==> src/design/sats_regs.vh <==
`ifndef SATS_REGS_VH
`define SATS_REGS_VH

// special function register addresses
`define SATS_ADDR_CTRL 8'hC8
`define SATS_ADDR_RELOAD_LOW 8'hCA
`define SATS_ADDR_RELOAD_HIGH 8'hCB
`define SATS_ADDR_COUNT_LOW 8'hCC
`define SATS_ADDR_COUNT_HIGH 8'hCD
`define SATS_ADDR_CLOCK_CONTROL 8'h8E

// control register fields
`define SATS_CTRL_HIGH_OVF 7
`define SATS_CTRL_LOW_OVF 6
`define SATS_CTRL_LOW_IRQ_EN 5
`define SATS_CTRL_CAPTURE_EN 4
`define SATS_CTRL_SPLIT 3
`define SATS_CTRL_RUN 2
`define SATS_CTRL_SEL_HI 1
`define SATS_CTRL_SEL_LO 0

// clock control register fields
`define SATS_CKC_HIGH_CHOICE 5
`define SATS_CKC_LOW_CHOICE 4

// external source select codes
`define SATS_SEL_DIV12_A 2'h0
`define SATS_SEL_COMPARATOR 2'h1
`define SATS_SEL_DIV12_B 2'h2
`define SATS_SEL_RTC_DIV8 2'h3

// reset values
`define SATS_RESET_BYTE 8'h00
`define SATS_RESET_CKC 8'h00

// divider counts
`define SATS_SYSTEM_CLOCK_DIV 4'hC
`define SATS_RTC_DIV 3'h7

`endif

==> src/design/sats_timer.v <==
`include "sats_regs.vh"
`default_nettype none

module sats_timer (
  // clock and reset
  input wire clk,
  input wire sys_rst,
  // special function register port
  input wire [7:0] sfr_addr,
  input wire sfr_wr,
  input wire [7:0] sfr_wdata,
  output reg [7:0] sfr_rdata,
  // asynchronous sources
  input wire comparator_out,
  input wire rtc_osc,
  // interrupt
  input wire timer_irq_enable,
  output reg timer_irq,
  // capture trigger
  output reg capture_trigger
);

  // byte reaches its top value and wraps on the next increment
  function byte_top;
    input [7:0] value;
    begin
      byte_top = (value == 8'hFF);
    end
  endfunction

  reg [7:0] reload_low_byte_reg;
  reg [7:0] reload_high_byte_reg;
  reg [7:0] count_low_byte_reg;
  reg [7:0] count_high_byte_reg;
  reg [7:0] clock_control_reg;
  reg high_overflow_flag_reg;
  reg low_overflow_flag_reg;
  reg low_overflow_irq_enable_reg;
  reg capture_enable_reg;
  reg split_mode_enable_reg;
  reg run_control_reg;
  reg [1:0] external_source_select_reg;

  ////////////////////////////////////////////////////////////////////////////
  // synchronizers and dividers

  reg [2:0] cmp_sync_reg;
  reg [2:0] rtc_sync_reg;
  reg cmp_level_reg;
  reg rtc_level_reg;
  reg [3:0] div12_reg;
  reg [2:0] rtc_div_reg;
  wire cmp_rise;
  wire rtc_rise;
  wire div12_tick;
  wire rtc8_tick;

  // three stage capture, level accepted once stages two and three agree
  always @(posedge clk) begin
    if (sys_rst) begin
      cmp_sync_reg <= 3'h0;
      rtc_sync_reg <= 3'h0;
      cmp_level_reg <= 1'b0;
      rtc_level_reg <= 1'b0;
    end else begin
      cmp_sync_reg <= {cmp_sync_reg[1:0], comparator_out};
      rtc_sync_reg <= {rtc_sync_reg[1:0], rtc_osc};
      if (cmp_sync_reg[1] == cmp_sync_reg[2])
        cmp_level_reg <= cmp_sync_reg[2];
      if (rtc_sync_reg[1] == rtc_sync_reg[2])
        rtc_level_reg <= rtc_sync_reg[2];
    end
  end

  // rising edges of the accepted levels
  assign cmp_rise = (cmp_sync_reg[1] == cmp_sync_reg[2]) &&
                    cmp_sync_reg[2] && !cmp_level_reg;
  assign rtc_rise = (rtc_sync_reg[1] == rtc_sync_reg[2]) &&
                    rtc_sync_reg[2] && !rtc_level_reg;

  // system clock by twelve and rtc edges by eight
  always @(posedge clk) begin
    if (sys_rst) begin
      div12_reg <= 4'h0;
      rtc_div_reg <= 3'h0;
    end else begin
      if (div12_tick)
        div12_reg <= 4'h0;
      else
        div12_reg <= div12_reg + 4'h1;
      if (rtc_rise)
        rtc_div_reg <= rtc_div_reg + 3'h1;
    end
  end

  assign div12_tick = (div12_reg == (`SATS_SYSTEM_CLOCK_DIV - 4'h1));
  assign rtc8_tick = rtc_rise && (rtc_div_reg == `SATS_RTC_DIV);

  ////////////////////////////////////////////////////////////////////////////
  // source selection

  reg ext_tick;
  reg trig_tick;
  wire tick_low;
  wire tick_high;

  // external count source and capture trigger
  always @* begin
    case (external_source_select_reg)
      `SATS_SEL_COMPARATOR: ext_tick = cmp_rise;
      `SATS_SEL_RTC_DIV8: ext_tick = rtc8_tick;
      default: ext_tick = div12_tick;
    endcase
    if (external_source_select_reg[1])
      trig_tick = cmp_rise;
    else
      trig_tick = rtc8_tick;
  end

  // per byte choice of system clock or shared external source
  assign tick_low = clock_control_reg[`SATS_CKC_LOW_CHOICE] ? 1'b1 :
                    ext_tick;
  assign tick_high = clock_control_reg[`SATS_CKC_HIGH_CHOICE] ? 1'b1 :
                     ext_tick;

  ////////////////////////////////////////////////////////////////////////////
  // counter next state

  reg [7:0] count_low_next;
  reg [7:0] count_high_next;
  reg low_wrap;
  reg high_wrap;

  always @* begin
    count_low_next = count_low_byte_reg;
    count_high_next = count_high_byte_reg;
    low_wrap = 1'b0;
    high_wrap = 1'b0;
    if (split_mode_enable_reg) begin
      // low byte always runs in split operation
      if (tick_low) begin
        if (byte_top(count_low_byte_reg)) begin
          count_low_next = reload_low_byte_reg;
          low_wrap = 1'b1;
        end else
          count_low_next = count_low_byte_reg + 8'h01;
      end
      if (run_control_reg && tick_high) begin
        if (byte_top(count_high_byte_reg)) begin
          count_high_next = reload_high_byte_reg;
          high_wrap = 1'b1;
        end else
          count_high_next = count_high_byte_reg + 8'h01;
      end
    end else if (run_control_reg && tick_low) begin
      if (byte_top(count_low_byte_reg)) begin
        low_wrap = 1'b1;
        if (byte_top(count_high_byte_reg)) begin
          count_low_next = reload_low_byte_reg;
          count_high_next = reload_high_byte_reg;
          high_wrap = 1'b1;
        end else begin
          count_low_next = 8'h00;
          count_high_next = count_high_byte_reg + 8'h01;
        end
      end else
        count_low_next = count_low_byte_reg + 8'h01;
    end
  end

  ////////////////////////////////////////////////////////////////////////////
  // registers, counters and flags

  wire wr_ctrl;
  wire wr_count_low;
  wire wr_count_high;

  assign wr_ctrl = sfr_wr && (sfr_addr == `SATS_ADDR_CTRL);
  assign wr_count_low = sfr_wr && (sfr_addr == `SATS_ADDR_COUNT_LOW);
  assign wr_count_high = sfr_wr && (sfr_addr == `SATS_ADDR_COUNT_HIGH);

  // software writes; a counter write overrides the count in that cycle
  always @(posedge clk) begin
    if (sys_rst) begin
      reload_low_byte_reg <= `SATS_RESET_BYTE;
      reload_high_byte_reg <= `SATS_RESET_BYTE;
      count_low_byte_reg <= `SATS_RESET_BYTE;
      count_high_byte_reg <= `SATS_RESET_BYTE;
      clock_control_reg <= `SATS_RESET_CKC;
      high_overflow_flag_reg <= 1'b0;
      low_overflow_flag_reg <= 1'b0;
      low_overflow_irq_enable_reg <= 1'b0;
      capture_enable_reg <= 1'b0;
      split_mode_enable_reg <= 1'b0;
      run_control_reg <= 1'b0;
      external_source_select_reg <= 2'h0;
    end else begin
      if (sfr_wr && sfr_addr == `SATS_ADDR_RELOAD_LOW)
        reload_low_byte_reg <= sfr_wdata;
      if (sfr_wr && sfr_addr == `SATS_ADDR_RELOAD_HIGH)
        reload_high_byte_reg <= sfr_wdata;
      if (sfr_wr && sfr_addr == `SATS_ADDR_CLOCK_CONTROL)
        clock_control_reg <= sfr_wdata;
      count_low_byte_reg <= wr_count_low ? sfr_wdata : count_low_next;
      count_high_byte_reg <= wr_count_high ? sfr_wdata : count_high_next;
      if (wr_ctrl) begin
        low_overflow_irq_enable_reg <= sfr_wdata[`SATS_CTRL_LOW_IRQ_EN];
        capture_enable_reg <= sfr_wdata[`SATS_CTRL_CAPTURE_EN];
        split_mode_enable_reg <= sfr_wdata[`SATS_CTRL_SPLIT];
        run_control_reg <= sfr_wdata[`SATS_CTRL_RUN];
        external_source_select_reg <=
          sfr_wdata[`SATS_CTRL_SEL_HI:`SATS_CTRL_SEL_LO];
      end
      // hardware set wins over a software clear in the same cycle
      high_overflow_flag_reg <= high_wrap ||
        (wr_ctrl ? sfr_wdata[`SATS_CTRL_HIGH_OVF] :
         high_overflow_flag_reg);
      low_overflow_flag_reg <= low_wrap ||
        (wr_ctrl ? sfr_wdata[`SATS_CTRL_LOW_OVF] :
         low_overflow_flag_reg);
    end
  end

  ////////////////////////////////////////////////////////////////////////////
  // read data, interrupt and capture trigger outputs

  reg [7:0] read_value;

  // address decode for reads, unmapped addresses read zero
  always @* begin
    if (sfr_addr == `SATS_ADDR_CTRL)
      read_value = {high_overflow_flag_reg, low_overflow_flag_reg,
                    low_overflow_irq_enable_reg, capture_enable_reg,
                    split_mode_enable_reg, run_control_reg,
                    external_source_select_reg};
    else if (sfr_addr == `SATS_ADDR_RELOAD_LOW)
      read_value = reload_low_byte_reg;
    else if (sfr_addr == `SATS_ADDR_RELOAD_HIGH)
      read_value = reload_high_byte_reg;
    else if (sfr_addr == `SATS_ADDR_COUNT_LOW)
      read_value = count_low_byte_reg;
    else if (sfr_addr == `SATS_ADDR_COUNT_HIGH)
      read_value = count_high_byte_reg;
    else if (sfr_addr == `SATS_ADDR_CLOCK_CONTROL)
      read_value = clock_control_reg;
    else
      read_value = 8'h00;
  end

  // registered outputs
  always @(posedge clk) begin
    if (sys_rst) begin
      sfr_rdata <= 8'h00;
      timer_irq <= 1'b0;
      capture_trigger <= 1'b0;
    end else begin
      sfr_rdata <= read_value;
      timer_irq <= timer_irq_enable && (high_overflow_flag_reg ||
        (low_overflow_irq_enable_reg && low_overflow_flag_reg));
      capture_trigger <= trig_tick;
    end
  end

endmodule

`default_nettype wire

==> config.mk <==
export PLATFORM = sky130hd
export DESIGN_NAME = sats_timer
export DESIGN_NICKNAME = d
export VERILOG_FILES = /design/src/design/sats_timer.v
export VERILOG_INCLUDE_DIRS = /design/src /design/src/design
export SDC_FILE = /design/constraint.sdc
export NUM_CORES = 1
export LEC_CHECK = 0
export BUFFER_PORTS_ARGS = -buffer_cell sky130_fd_sc_hd__buf_2
export CAP_MARGIN = 25
export CORE_MARGIN = 1
export CORE_UTILIZATION = 53
export DETAILED_ROUTE_END_ITERATION = 8
export PLACE_DENSITY = 0.73
export SLEW_MARGIN = 10
export SYNTH_ARGS = -nofsm -noshare
export SYNTH_HDL_FRONTEND = slang
export SYNTH_SLANG_ARGS = --single-unit
==> constraint.sdc <==
create_clock -name clk -period 2 [get_ports clk]
set_input_delay 0.5 -clock clk [delete_from_list [all_inputs] [get_ports clk]]
set_output_delay 0.5 -clock clk [all_outputs]
set_load 0.01 [all_outputs]
==> results of run 1 <==
## cell usage after synthesis, types with 5 or more instances
cell      number  share of area
clkbuf_1      14          0.015
nor2b_1        7          0.012
buf_2          5         0.0070
a21oi_1       54          0.075
ha_1           7          0.024
mux2i_1       39           0.11
o21ai_0        5         0.0070
nand3_1       18          0.025
nand2_1       38          0.040
xnor2_1        5          0.012
dfxtp_1       73           0.41
o211ai_1       5          0.010
nor2_1        65          0.068
a22oi_1        8          0.017
## worst max-delay path by stage
| stage | startpoint | to | slack [ps] | depth (start not counted) |
|---|---|---|---|---|
| after global placement | rtc_div_reg[0]$_SDFFE_PP0P_ | count_low_byte_reg[3]$_SDFFE_PP0P_ | -90 | 8 |
| after global routing | rtc_div_reg[1]$_SDFFE_PP0P_ | count_low_byte_reg[6]$_SDFFE_PP0P_ | -130 | 9 |
| final | rtc_div_reg[0]$_SDFFE_PP0P_ | count_low_byte_reg[3]$_SDFFE_PP0P_ | -70 | 10 |
| after detailed placement | rtc_div_reg[0]$_SDFFE_PP0P_ | count_low_byte_reg[3]$_SDFFE_PP0P_ | -100 | 8 |
| after floorplan | rtc_div_reg[0]$_SDFFE_PP0P_ | count_low_byte_reg[3]$_SDFFE_PP0P_ | 6 | 8 |
| after CTS | rtc_div_reg[0]$_SDFFE_PP0P_ | count_high_byte_reg[3]$_SDFFE_PP0P_ | -20 | 7 |
## stage by stage
stage / std cells / total power [mW] / hold slack, ps / cell area [µm²] / setup TNS (ps)
floorplan: 415 / 1.57 / 414 / 3590 / 0
global placement: 538 / 1.64 / 416 / 4030 / -436
detailed placement: 538 / 1.65 / 427 / 4030 / -818
CTS: 556 / 2.87 / 351 / 4300 / -22.1
global route: 557 / 2.94 / 356 / 4330 / -1510
finish: 557 / 2.86 / 357 / 4330 / -397
## layout make-up
class / count / area (µm²)
inverters: 3 / 11.3
multi-input cells: 317 / 2070
fillers: 530 / 2090
clock buffers: 9 / 124
well taps: 77 / 96.3
clock inverters: 6 / 83.8
flip-flops and latches: 73 / 1460
repair buffers: 72 / 479
## timing repair
action	in CTS	in global routing
pin swaps	13	19
setup endpoints to repair	15	16
resized for setup	11	6
cloned	1	0
buffers inserted	3	1
## cells in the final DEF (no fill, tap or decap), types with 7 or more instances in the layout
master / count
nand2_1: 37
nor2_1: 65
a21oi_1: 53
a22oi_1: 8
mux2i_1: 39
nand3_1: 18
buf_4: 39
clkbuf_8: 9
nor2b_1: 7
buf_2: 31
dfxtp_1: 71
## layer usage
metal  global-route usage  routed length (µm)  vias up
li1                     -                   -     1618
met1                0.362                4410     1553
met2                0.452                4320      130
met3               0.0570                 634       21
met4                0.138                 253        0
met5                    0                   0        -
## worst max-delay path, cell delays in order, from the launching register on
cell,delay (ps)
dfxtp_2,360
ha_4,150
ha_4,120
and4b_2,270
a2111oi_4,90
buf_4,160
nor2_4,210
buf_4,150
nor2_1,30
or3_1,330
a21oi_1,140
## cells by family after synthesis
family                   Yosys count
AND/OR/NAND/NOR                  163
AO/OA/AOI/OAI                     99
flip-flops                        73
multiplexers                      41
buffers and inverters             26
adder cells (fa/ha/maj)            7
XOR/XNOR                           6
## power breakdown
part           switching, mW  internal, mW
logic                 0.0896        0.0581
clock network          0.552         0.691
registers            0.00671          1.46
total                  0.648          2.21
==> summary.md, run 1 <==
| Metric | Value |
|---|---|
| Status | `finished, violations left` |
| Violations in the final reports | `DRC, setup timing` |
| Number of standard cells after synthesis | `415` |
| TritonCTS clock tree | `done` |
| Clock-pin transition on the worst setup and hold timing paths | `80 ps` |
| Post-DR vias/cell | `5.96` |
| Highest achievable clock rate | `483 MHz` |
| Power density of the placed cells | `660 mW/mm²` |
| Fraction of registers with async set or reset after synthesis | `0` |
| Final Util | `0.675` |
| GRT Residual Overflow | `0` |
| Remaining number of nets flagged by the antenna check after routing | `0` |
| Initial standard-cell utilization of the core | `0.558` |
| Compound-cell area share of the yosys netlist | `0.181` |
| Avg Cell Area, Syn | `8.64 µm²` |
| DRT iter0 DRCs | `287` |
| Total Die Area | `0.00710 mm²` |
| Share of post-route cells with drive strength above 1 | `0.233` |
| Row count | `29` |
| Final Hold Violating Endpoints | `0` |
| Drt total wl | `9.62 mm` |
| Distinct cells, synth | `53` |
| Layout overhead on the synthesized area | `20.9%` |
| Warning count from the yosys run | `0` |
| Final setup violation count | `11` |
| First-pass DRT Iterations | `7` |
| Die span in x | `84.2 µm` |
| Sinks on the clock net | `73` |
| Estimated wirelength of the detail-placed design | `6.63 mm` |
| Post-Place Setup Slack | `-103 ps` |
| Synth Area in Adders | `0.0244` |
| Count of nets after finishing | `505` |
| Clock Tree Buf Depth | `2` |
| Required time of the critical path | `2290 ps` |
| Share of synthesized cell area in and, or, nand and nor gates | `0.223` |
| Slew @ Worst Pin | `684 ps` |
| Number of buffers added to fix hold violations after cts | `0` |
| Mux contribution to synthesized area | `0.115` |
| Number of global-route vias before repair | `3143` |
| Unrepaired setup endpoints after global routing | `yes` |
| Worst reg2reg endpoint | `count_low_byte_reg[3]$_SDFFE_PP0P_` |
| Ports | `32` |
| Number of I/O port buffers | `31` |
| Crit Path Max Fanout | `6` |
| Relative slew slack | `0.544` |
| Endpoint kind of the worst setup timing path | `flop` |
| Hold Path Cell Cnt | `2` |
| Die H | `84.2 µm` |
| Period minus WS final | `2070 ps` |
| Max Clock Skew | `7.30 ps` |
| Worst reg-to-reg path cell count | `10` |
| DRC Markers | `4` |
| Reg2reg start | `rtc_div_reg[0]$_SDFFE_PP0P_` |
| Number of synthesized flops with an enable pin | `0` |
| Number of antenna violations at the first check in global routing | `0` |
| Largest net degree at the start of global routing | `34` |
| Total core area | `0.00642 mm²` |
| H-tree depth reported by CTS | `3` |
| Kind of critical path | `reg -> reg` |
| Synthesized netlist net count | `444` |
| Final Max Tran Viols | `0` |
| Diode insertion count for antenna repair | `0` |
| # Max-Cap Violations | `0` |
| Cell at the root of the clock tree | `clkbuf_8` |
| Kind of path behind the tightest hold check | `in -> reg` |
| Ratio of final minimum period to clock period | `1.03` |
| Worst setup slack for register-to-register paths | `-70 ps` |
| Number of synthesized register bits | `73` |
| Minimum setup slack in the final design | `-69.5 ps` |
| Worst Hold Endpoint | `cmp_sync_reg[0]$_SDFF_PP0_` |
| Startpoint type of the worst setup path | `flop` |
| Sequential fraction of the synthesis area | `0.408` |
| Main combinational cell family by area after synthesis | `simple AND/OR/NAND/NOR gates` |
| Clock insertion delay at the later pin of the skew report | `350 ps` |
| Total vias in the final route | `3322` |
| Total CTS buffers | `9` |
| Top FF cell, synth | `dfxtp_1` |
| Total global routing track utilization | `0.281` |
| Final RePlAce weighted congestion | `0.883` |
| CP Data Arrival Time | `2360 ps` |
| Worst voltage drop across the vdd grid | `0.000507 V` |
| Average wire length per cell after detail routing | `17.3 µm` |
| Post-Synth XOR/XNOR Area | `0.0147` |
| First-pass GRT wire length | `15.5 mm` |
| LEAKAGE | `1.73 nW` |
| Origin of the worst min-delay path | `comparator_out` |
| Synth Cell Area | `0.00358 mm²` |
No activity file was read; power rests on OpenSTA's default activity.
==> run 2, diff against run 1 <==
--- a/config.mk
+++ b/config.mk
@@ -6,12 +6,13 @@
 export SDC_FILE = /design/constraint.sdc
 export NUM_CORES = 1
 export LEC_CHECK = 0
+export ABC_AREA = 1
 export BUFFER_PORTS_ARGS = -buffer_cell sky130_fd_sc_hd__buf_2
 export CAP_MARGIN = 25
 export CORE_MARGIN = 1
-export CORE_UTILIZATION = 53
+export CORE_UTILIZATION = 54
 export DETAILED_ROUTE_END_ITERATION = 8
-export PLACE_DENSITY = 0.73
+export PLACE_DENSITY = 0.74
 export SLEW_MARGIN = 10
 export SYNTH_ARGS = -nofsm -noshare
 export SYNTH_HDL_FRONTEND = slang
==> constraint.sdc (replaced) <==
create_clock -name clk -period 2 [get_ports clk]
set_input_delay 0.4 -clock clk [delete_from_list [all_inputs] [get_ports clk]]
set_output_delay 0.4 -clock clk [all_outputs]
set_load 0.01 [all_outputs]
==> summary.md, run 2 <==
| Metric | Value |
|---|---|
| Synth Cell Area | `0.00372 mm² (+3.8%)` |
| Overall power | `2.78 mW (-2.9%)` |
| Post-DR vias/cell | `5.62 (-5.8%)` |
| Switching power as a share of total power | `0.238 (+0.0112)` |
| Required time of the critical path | `2250 ps (-40 ps)` |
| First-pass DRT Iterations | `5 (-2)` |
| Clock Tree Buf Depth | `2 (unchanged)` |
| Diode insertion count for antenna repair | `0 (unchanged)` |
| Count of nets after finishing | `613 (+21%)` |
| Number of global-route vias before repair | `3513 (+12%)` |
| Total global routing track utilization | `0.294 (+0.0122)` |
| Crit Path Max Fanout | `3 (-3)` |
| CP Data Arrival Time | `2090 ps (-270 ps)` |
| H-tree depth reported by CTS | `3 (unchanged)` |
| Final Max Tran Viols | `0 (unchanged)` |
| Startpoint type of the worst setup path | `flop` |
| Highest achievable clock rate | `544 MHz (+12%)` |
| Post-place instance area | `0.00404 mm² (+0.16%)` |
| Post-Place Setup Slack | `1.64 ps (+105 ps)` |
| Setup TNS after final layout | `0 ps (+397 ps)` |
| Reg2reg start | `rtc_div_reg[0]$_SDFFE_PP0P_` |
| TritonCTS clock tree | `done` |
| Sequential standard cell area | `0.00146 mm² (-0.17%)` |
| Number of antenna violations at the first check in global routing | `0 (unchanged)` |
| Kind of path behind the tightest hold check | `in -> reg` |
| Die span in x | `85.0 µm (+0.91%)` |
| Family of cells with the greatest summed delay on the critical path | `simple AND/OR/NAND/NOR gates` |
| Main area contributors after synthesis | `dfxtp_1 39%, nand2_1 10%, inv_1 7.6%` |
| Final setup violation count | `0 (-11)` |
| Most used standard cell by instance count after synthesis | `nand2_1` |
| Slowest-stage cell, CP | `dfxtp_1` |
| Slew @ Worst Pin | `450 ps (-233 ps)` |
| Cell at the root of the clock tree | `clkbuf_8` |
| Number of synthesized register bits | `73 (unchanged)` |
| DRC Markers | `0 (-4)` |
| Warning count from the yosys run | `0 (unchanged)` |
| Max Clock Skew | `7.43 ps (+0.134 ps)` |
| Share of post-route cells with drive strength above 1 | `0.139 (-0.0941)` |
| First-pass GRT wire length | `16.4 mm (+5.7%)` |
| Number of I/O port buffers | `31 (unchanged)` |
| Synth top cells by count | `102 x nand2_1, 75 x inv_1, 73 x dfxtp_1` |
| Minimum setup slack in the final design | `160 ps (+230 ps)` |
| Area of the multi-input gates | `0.00191 mm² (-8.0%)` |
| Area share of the leading cell type in the synthesized netlist | `0.393 (-0.0149)` |
| Sequential fraction of design power | `0.531 (+0.017)` |
| Most used cells in the layout excluding fill and tap cells | `98 x nand2_1, 75 x inv_1, 73 x dfxtp_1` |
| Post-route insts no fill | `666 (+20%)` |
| Worst reg-to-reg path cell count | `12 (+2)` |
| Worst reg2reg endpoint | `count_low_byte_reg[5]$_SDFFE_PP0P_` |
| Final Util | `0.656 (-0.0189)` |
| Number of standard cells after synthesis | `542 (+31%)` |
| # Max-Cap Violations | `0 (unchanged)` |
| Estimated wirelength of the detail-placed design | `7.31 mm (+10%)` |
| Clock-pin transition on the worst setup and hold timing paths | `80 ps (about the same)` |
| Worst Setup EP | `count_low_byte_reg[5]$_SDFFE_PP0P_` |
| Distinct cells, synth | `31 (-42%)` |
| Origin of the worst min-delay path | `comparator_out` |
| Final Hold Violating Endpoints | `0 (unchanged)` |
| Sinks on the clock net | `73 (unchanged)` |
| Ports | `32 (unchanged)` |
| Power density of the placed cells | `652 mW/mm² (-1.2%)` |
| Library cell with the largest summed area after synthesis | `dfxtp_1` |
| Depth of the critical timing path with buffers and inverters included | `12 (+2)` |
| Avg Cell Area, Syn | `6.87 µm² (-21%)` |
| Row count | `29 (unchanged)` |
| GRT Residual Overflow | `0 (unchanged)` |
| Net load switching power | `0.660 mW (+1.9%)` |
| Largest incremental delay on the critical path | `360 ps (about the same)` |
| Total vias in the final route | `3742 (+13%)` |
| Final RePlAce weighted congestion | `0.922 (+4.4%)` |
| Total Die Area | `0.00723 mm² (+1.8%)` |
| Cell Int Power | `2.12 mW (-4.3%)` |
| Layout overhead on the synthesized area | `14.5%` |
| Total CTS buffers | `9 (unchanged)` |
| Number of synthesized flops with an enable pin | `0 (unchanged)` |
| Kind of critical path | `reg -> reg` |
| Remaining number of nets flagged by the antenna check after routing | `0 (unchanged)` |
| Buf+Inv Stages, Crit Path | `3 (+1)` |
| Status | `complete, no violations` |
| Synthesized netlist net count | `571 (+29%)` |
| Initial standard-cell utilization of the core | `0.573 (+0.0148)` |
| Min Hold Slack | `244 ps (-113 ps)` |
| Post-Layout Inst Area | `0.00426 mm² (-1.7%)` |
| Filler instances | `613 (+16%)` |
| LEAKAGE | `1.88 nW (+9.0%)` |
| Total core area | `0.00649 mm² (+1.1%)` |
| Most common cell after layout, fill and taps aside | `nand2_1` |
| Worst setup slack for register-to-register paths | `160 ps (+230 ps)` |
| Crit path from | `rtc_div_reg[0]$_SDFFE_PP0P_` |
| Period minus WS final | `1840 ps (-230 ps)` |
| Top FF cell, synth | `dfxtp_1` |
| Relative slew slack | `0.699 (+0.155)` |
| Average wire length per cell after detail routing | `14.8 µm (-14%)` |
| Largest net degree at the start of global routing | `33 (-2.9%)` |
| Worst voltage drop across the vdd grid | `0.000624 V (+23%)` |
| Fraction of power consumed by the clock network | `0.418 (-0.016)` |
| Proportion of power drawn by combinational gates | `0.051 (about the same)` |
| Ratio of final minimum period to clock period | `0.920 (-0.115)` |
| Fraction of registers with async set or reset after synthesis | `0 (unchanged)` |
| Placed cells | `650 (+21%)` |
| Worst-path cell chain | `ha_1 > ha_1 > inv_1 > nor2_4 > nand2_2 > nand4_1 > o21ai_1 > buf_4 > inv_1 > nand2_1 > nor3_1 > nor2_1` |
| Drt total wl | `9.88 mm (+2.8%)` |
| Sequential fraction of the synthesis area | `0.393 (-0.0149)` |
| Clock insertion delay at the later pin of the skew report | `360 ps (about the same)` |
| Endpoint kind of the worst setup timing path | `flop` |
| DRT iter0 DRCs | `273 (-4.9%)` |
| Die H | `85.0 µm (+0.91%)` |
| Unrepaired setup endpoints after global routing | `no` |
run 2: cell count changes after synthesis, sizes merged, moves of 15 or more:
cell / previous run / this run
inv: 3 / 76
nand2: 38 / 102
o21ai: 7 / 51
mux2i: 39 / 0
nand3: 18 / 40
a21oi: 54 / 39
run 2: cells by family (layout without fill, tap and decap cells):
logic type,after synthesis,count (layout),share of synthesized area
simple gates,241,241,0.289
compound gates,116,116,0.171
flops,73,73,0.393
fa+ha+maj,7,7,0.0235
buf+inv,95,142,0.101
xor+xnor,10,10,0.0235
run 2: worst min path at each step:
stage / cells after the start / to / slack, ps
after global placement: 2 / rtc_sync_reg[1]$_SDFF_PP0_ / 390
after global routing: 3 / cmp_sync_reg[0]$_SDFF_PP0_ / 240
after detailed placement: 2 / rtc_sync_reg[1]$_SDFF_PP0_ / 400
after CTS: 3 / cmp_sync_reg[0]$_SDFF_PP0_ / 250
after floorplan: 2 / cmp_sync_reg[1]$_SDFF_PP0_ / 390
final: 3 / cmp_sync_reg[0]$_SDFF_PP0_ / 240
run 2: area by class of cell:
class                   instances  share of cell area
multi-input cells             374               0.448
flip-flops and latches         73               0.343
repair buffers                 50              0.0729
inverters                      76              0.0670
clock buffers                  11              0.0332
well taps                      77              0.0226
clock inverters                 5              0.0129
run 2: worst register-to-register path, stage by stage (launching register included):
cell and delay (ps):
dfxtp_1 360, ha_1 180, ha_1 150, inv_1 70
nor2_4 140, nand2_2 90, nand4_1 120, o21ai_1 130
buf_4 160, inv_1 80, nand2_1 80, nor3_1 140
nor2_1 50
run 2: what timing repair did:
action	in CTS	in global routing
resized for setup	1	8
hold buffers	0	0
endpoints found under the setup margin	2	15
buffers inserted	0	0
run 2: power by group through the flow:
stage | registers, mW | clock network, mW | logic [mW]
2_1_floorplan | 1.51 | 0 | 0.0749
3_3_place_gp | 1.51 | 0 | 0.137
3_5_place_dp | 1.51 | 0 | 0.140
4_1_cts | 1.47 | 1.17 | 0.141
5_1_grt | 1.48 | 1.22 | 0.159
6_report | 1.47 | 1.16 | 0.142
run 2: per-layer routing:
layer  global-route usage  up-vias  share of wire
met3               0.0661       43          0.084
met1                0.358     1684           0.41
met5                    0        -              0
met2                0.493      156           0.46
met4                0.137        0          0.039
li1                     -     1859              -
==> run 3, diff against run 2 <==
--- a/config.mk
+++ b/config.mk
@@ -10,9 +10,9 @@
 export BUFFER_PORTS_ARGS = -buffer_cell sky130_fd_sc_hd__buf_2
 export CAP_MARGIN = 25
 export CORE_MARGIN = 1
-export CORE_UTILIZATION = 54
+export CORE_UTILIZATION = 59
 export DETAILED_ROUTE_END_ITERATION = 8
-export PLACE_DENSITY = 0.74
+export PLACE_DENSITY = 0.77
 export SLEW_MARGIN = 10
 export SYNTH_ARGS = -nofsm -noshare
 export SYNTH_HDL_FRONTEND = slang
==> constraint.sdc (replaced) <==
create_clock -name clk -period 1.78 [get_ports clk]
set_input_delay 0.356 -clock clk [delete_from_list [all_inputs] [get_ports clk]]
set_output_delay 0.356 -clock clk [all_outputs]
set_load 0.01 [all_outputs]
==> summary.md, run 3 (synthesis results as in run 2) <==
| Metric | Value |
|---|---|
| Clock-pin transition on the worst setup and hold timing paths | `70 ps (about the same)` |
| Kind of critical path | `reg -> reg` |
| Average wire length per cell after detail routing | `15.3 µm (+3.2%)` |
| Total Die Area | `0.00663 mm² (-8.3%)` |
| Minimum setup slack in the final design | `51.9 ps (-108 ps)` |
| Final RePlAce weighted congestion | `0.916 (-0.69%)` |
| Layout overhead on the synthesized area | `20.1%` |
| Sequential fraction of design power | `0.485 (-0.046)` |
| Startpoint type of the worst setup path | `flop` |
| Sinks on the clock net | `73 (unchanged)` |
| Hold Path Cell Cnt | `3 (unchanged)` |
| Min Hold Slack | `204 ps (-40.6 ps)` |
| Remaining number of nets flagged by the antenna check after routing | `0 (unchanged)` |
| Status | `complete, no violations` |
| Most used cells in the layout excluding fill and tap cells | `95 x nand2_1, 73 x inv_1, 71 x dfxtp_1` |
| Net load switching power | `0.749 mW (+13%)` |
| DRC Markers | `0 (unchanged)` |
| Worst reg-to-reg path cell count | `12 (unchanged)` |
| Required time of the critical path | `2070 ps (-180 ps)` |
| Final Max Tran Viols | `0 (unchanged)` |
| Ports | `32 (unchanged)` |
| Number of I/O port buffers | `31 (unchanged)` |
| Proportion of power drawn by combinational gates | `0.049 (-0.002)` |
| Total CTS buffers | `9 (unchanged)` |
| Count of nets after finishing | `630 (+2.8%)` |
| Final setup violation count | `0 (unchanged)` |
| Kind of path behind the tightest hold check | `in -> reg` |
| Row count | `28 (-3.4%)` |
| Final Hold Violating Endpoints | `0 (unchanged)` |
| Max Clock Skew | `8.23 ps (+0.800 ps)` |
| Cell Int Power | `2.67 mW (+26%)` |
| Die H | `81.4 µm (-4.2%)` |
| Diode insertion count for antenna repair | `0 (unchanged)` |
| Number of global-route vias before repair | `3556 (+1.2%)` |
| TritonCTS clock tree | `done` |
| Power density of the placed cells | `765 mW/mm² (+17%)` |
| Largest net degree at the start of global routing | `39 (+18%)` |
| Most common cell after layout, fill and taps aside | `nand2_1` |
| LEAKAGE | `1.99 nW (+5.5%)` |
| Overall power | `3.42 mW (+23%)` |
| Ratio of final minimum period to clock period | `0.971 (+0.0509)` |
| Clock insertion delay at the later pin of the skew report | `360 ps (about the same)` |
| Total global routing track utilization | `0.326 (+0.0328)` |
| H-tree depth reported by CTS | `3 (unchanged)` |
| Switching power as a share of total power | `0.219 (-0.0187)` |
| DRT iter0 DRCs | `383 (+40%)` |
| Number of antenna violations at the first check in global routing | `0 (unchanged)` |
| Total core area | `0.00599 mm² (-7.8%)` |
| Placed cells | `664 (+2.2%)` |
| Endpoint kind of the worst setup timing path | `flop` |
| Period minus WS final | `1730 ps (-112 ps)` |
| Die span in x | `81.4 µm (-4.2%)` |
| Worst voltage drop across the vdd grid | `0.000647 V (+3.7%)` |
| Unrepaired setup endpoints after global routing | `yes` |
| Slew @ Worst Pin | `399 ps (-51.7 ps)` |
| Relative slew slack | `0.734 (+0.0345)` |
| Crit Path Max Fanout | `6 (+3)` |
| Drt total wl | `10.4 mm (+5.6%)` |
| Total vias in the final route | `3895 (+4.1%)` |
| First-pass GRT wire length | `16.0 mm (-2.3%)` |
| Clock Tree Buf Depth | `2 (unchanged)` |
| Cell at the root of the clock tree | `clkbuf_8` |
| Post-DR vias/cell | `5.72 (+1.8%)` |
| # Max-Cap Violations | `0 (unchanged)` |
| CP Data Arrival Time | `2020 ps (-70 ps)` |
| Share of post-route cells with drive strength above 1 | `0.183 (+0.0439)` |
| Post-route insts no fill | `681 (+2.3%)` |
| First-pass DRT Iterations | `5 (unchanged)` |
| Post-Place Setup Slack | `-75.0 ps (-76.6 ps)` |
| Number of buffers added to fix hold violations after cts | `0 (unchanged)` |
| Estimated wirelength of the detail-placed design | `7.35 mm (+0.52%)` |
| Setup TNS after final layout | `0 ps (unchanged)` |
| Initial standard-cell utilization of the core | `0.621 (+0.0482)` |
| Highest achievable clock rate | `579 MHz (+6.5%)` |
| Fraction of power consumed by the clock network | `0.467 (+0.049)` |
| GRT Residual Overflow | `0 (unchanged)` |
[run 3: area by class of cell]
type,count,area [µm²]
clock inverters,5,103
repair buffers,66,430
well taps,75,93.8
clock buffers,11,141
fillers,475,1520
flip-flops and latches,73,1460
inverters,76,285
multi-input cells,375,1950
[run 3: metrics by stage]
step | utilization | instance area, µm²
floorplan | - | 3720
global placement | 0.694 | 4160
detailed placement | 0.694 | 4160
CTS | 0.736 | 4410
global route | 0.746 | 4470
finish | 0.746 | 4470
[run 3: worst paths after layout]
path	slack, ps	from	endpoint
setup / recovery	50	rtc_div_reg[0]$_SDFFE_PP0P_	count_high_byte_reg[4]$_SDFFE_PP0P_
hold / removal	200	rtc_osc	rtc_sync_reg[0]$_SDFF_PP0_
setup reg to reg	50	rtc_div_reg[0]$_SDFFE_PP0P_	count_high_byte_reg[4]$_SDFFE_PP0P_
hold reg to reg	420	cmp_sync_reg[0]$_SDFF_PP0_	cmp_sync_reg[1]$_SDFF_PP0_
[run 3: repair_timing]
item	4_1_cts	5_1_grt
buffers inserted	0	0
gates resized for setup	4	21
gates cloned	0	1
endpoints found under the setup margin	13	17
pin swaps	0	7
[run 3: critical path: stages (launching register included)]
cell     delay, ps
dfxtp_2        330
ha_1           140
ha_2           170
inv_2           40
nor2_4          90
nand2_2         80
nand4_1        160
nand2_1        120
nand2_2        150
nand3_4        130
nand2_1         90
nand2_1         50
nor2_1         110
[run 3: power by group through the flow]
stage               Combinational, mW  Sequential, mW  Clock [mW]
finish                          0.166            1.66        1.60
global route                    0.180            1.66        1.67
CTS                             0.163            1.66        1.61
detailed placement              0.162            1.69           0
global placement                0.159            1.69           0
floorplan                      0.0841            1.69           0
[run 3: per-layer routing]
metal | vias up | share of wire | wire, µm | GRT usage
met3 | 43 | 0.077 | 805 | 0.0656
met4 | 0 | 0.047 | 488 | 0.189
li1 | 1888 | - | - | -
met2 | 202 | 0.47 | 4900 | 0.543
met1 | 1762 | 0.41 | 4240 | 0.390
met5 | - | 0 | 0 | 0
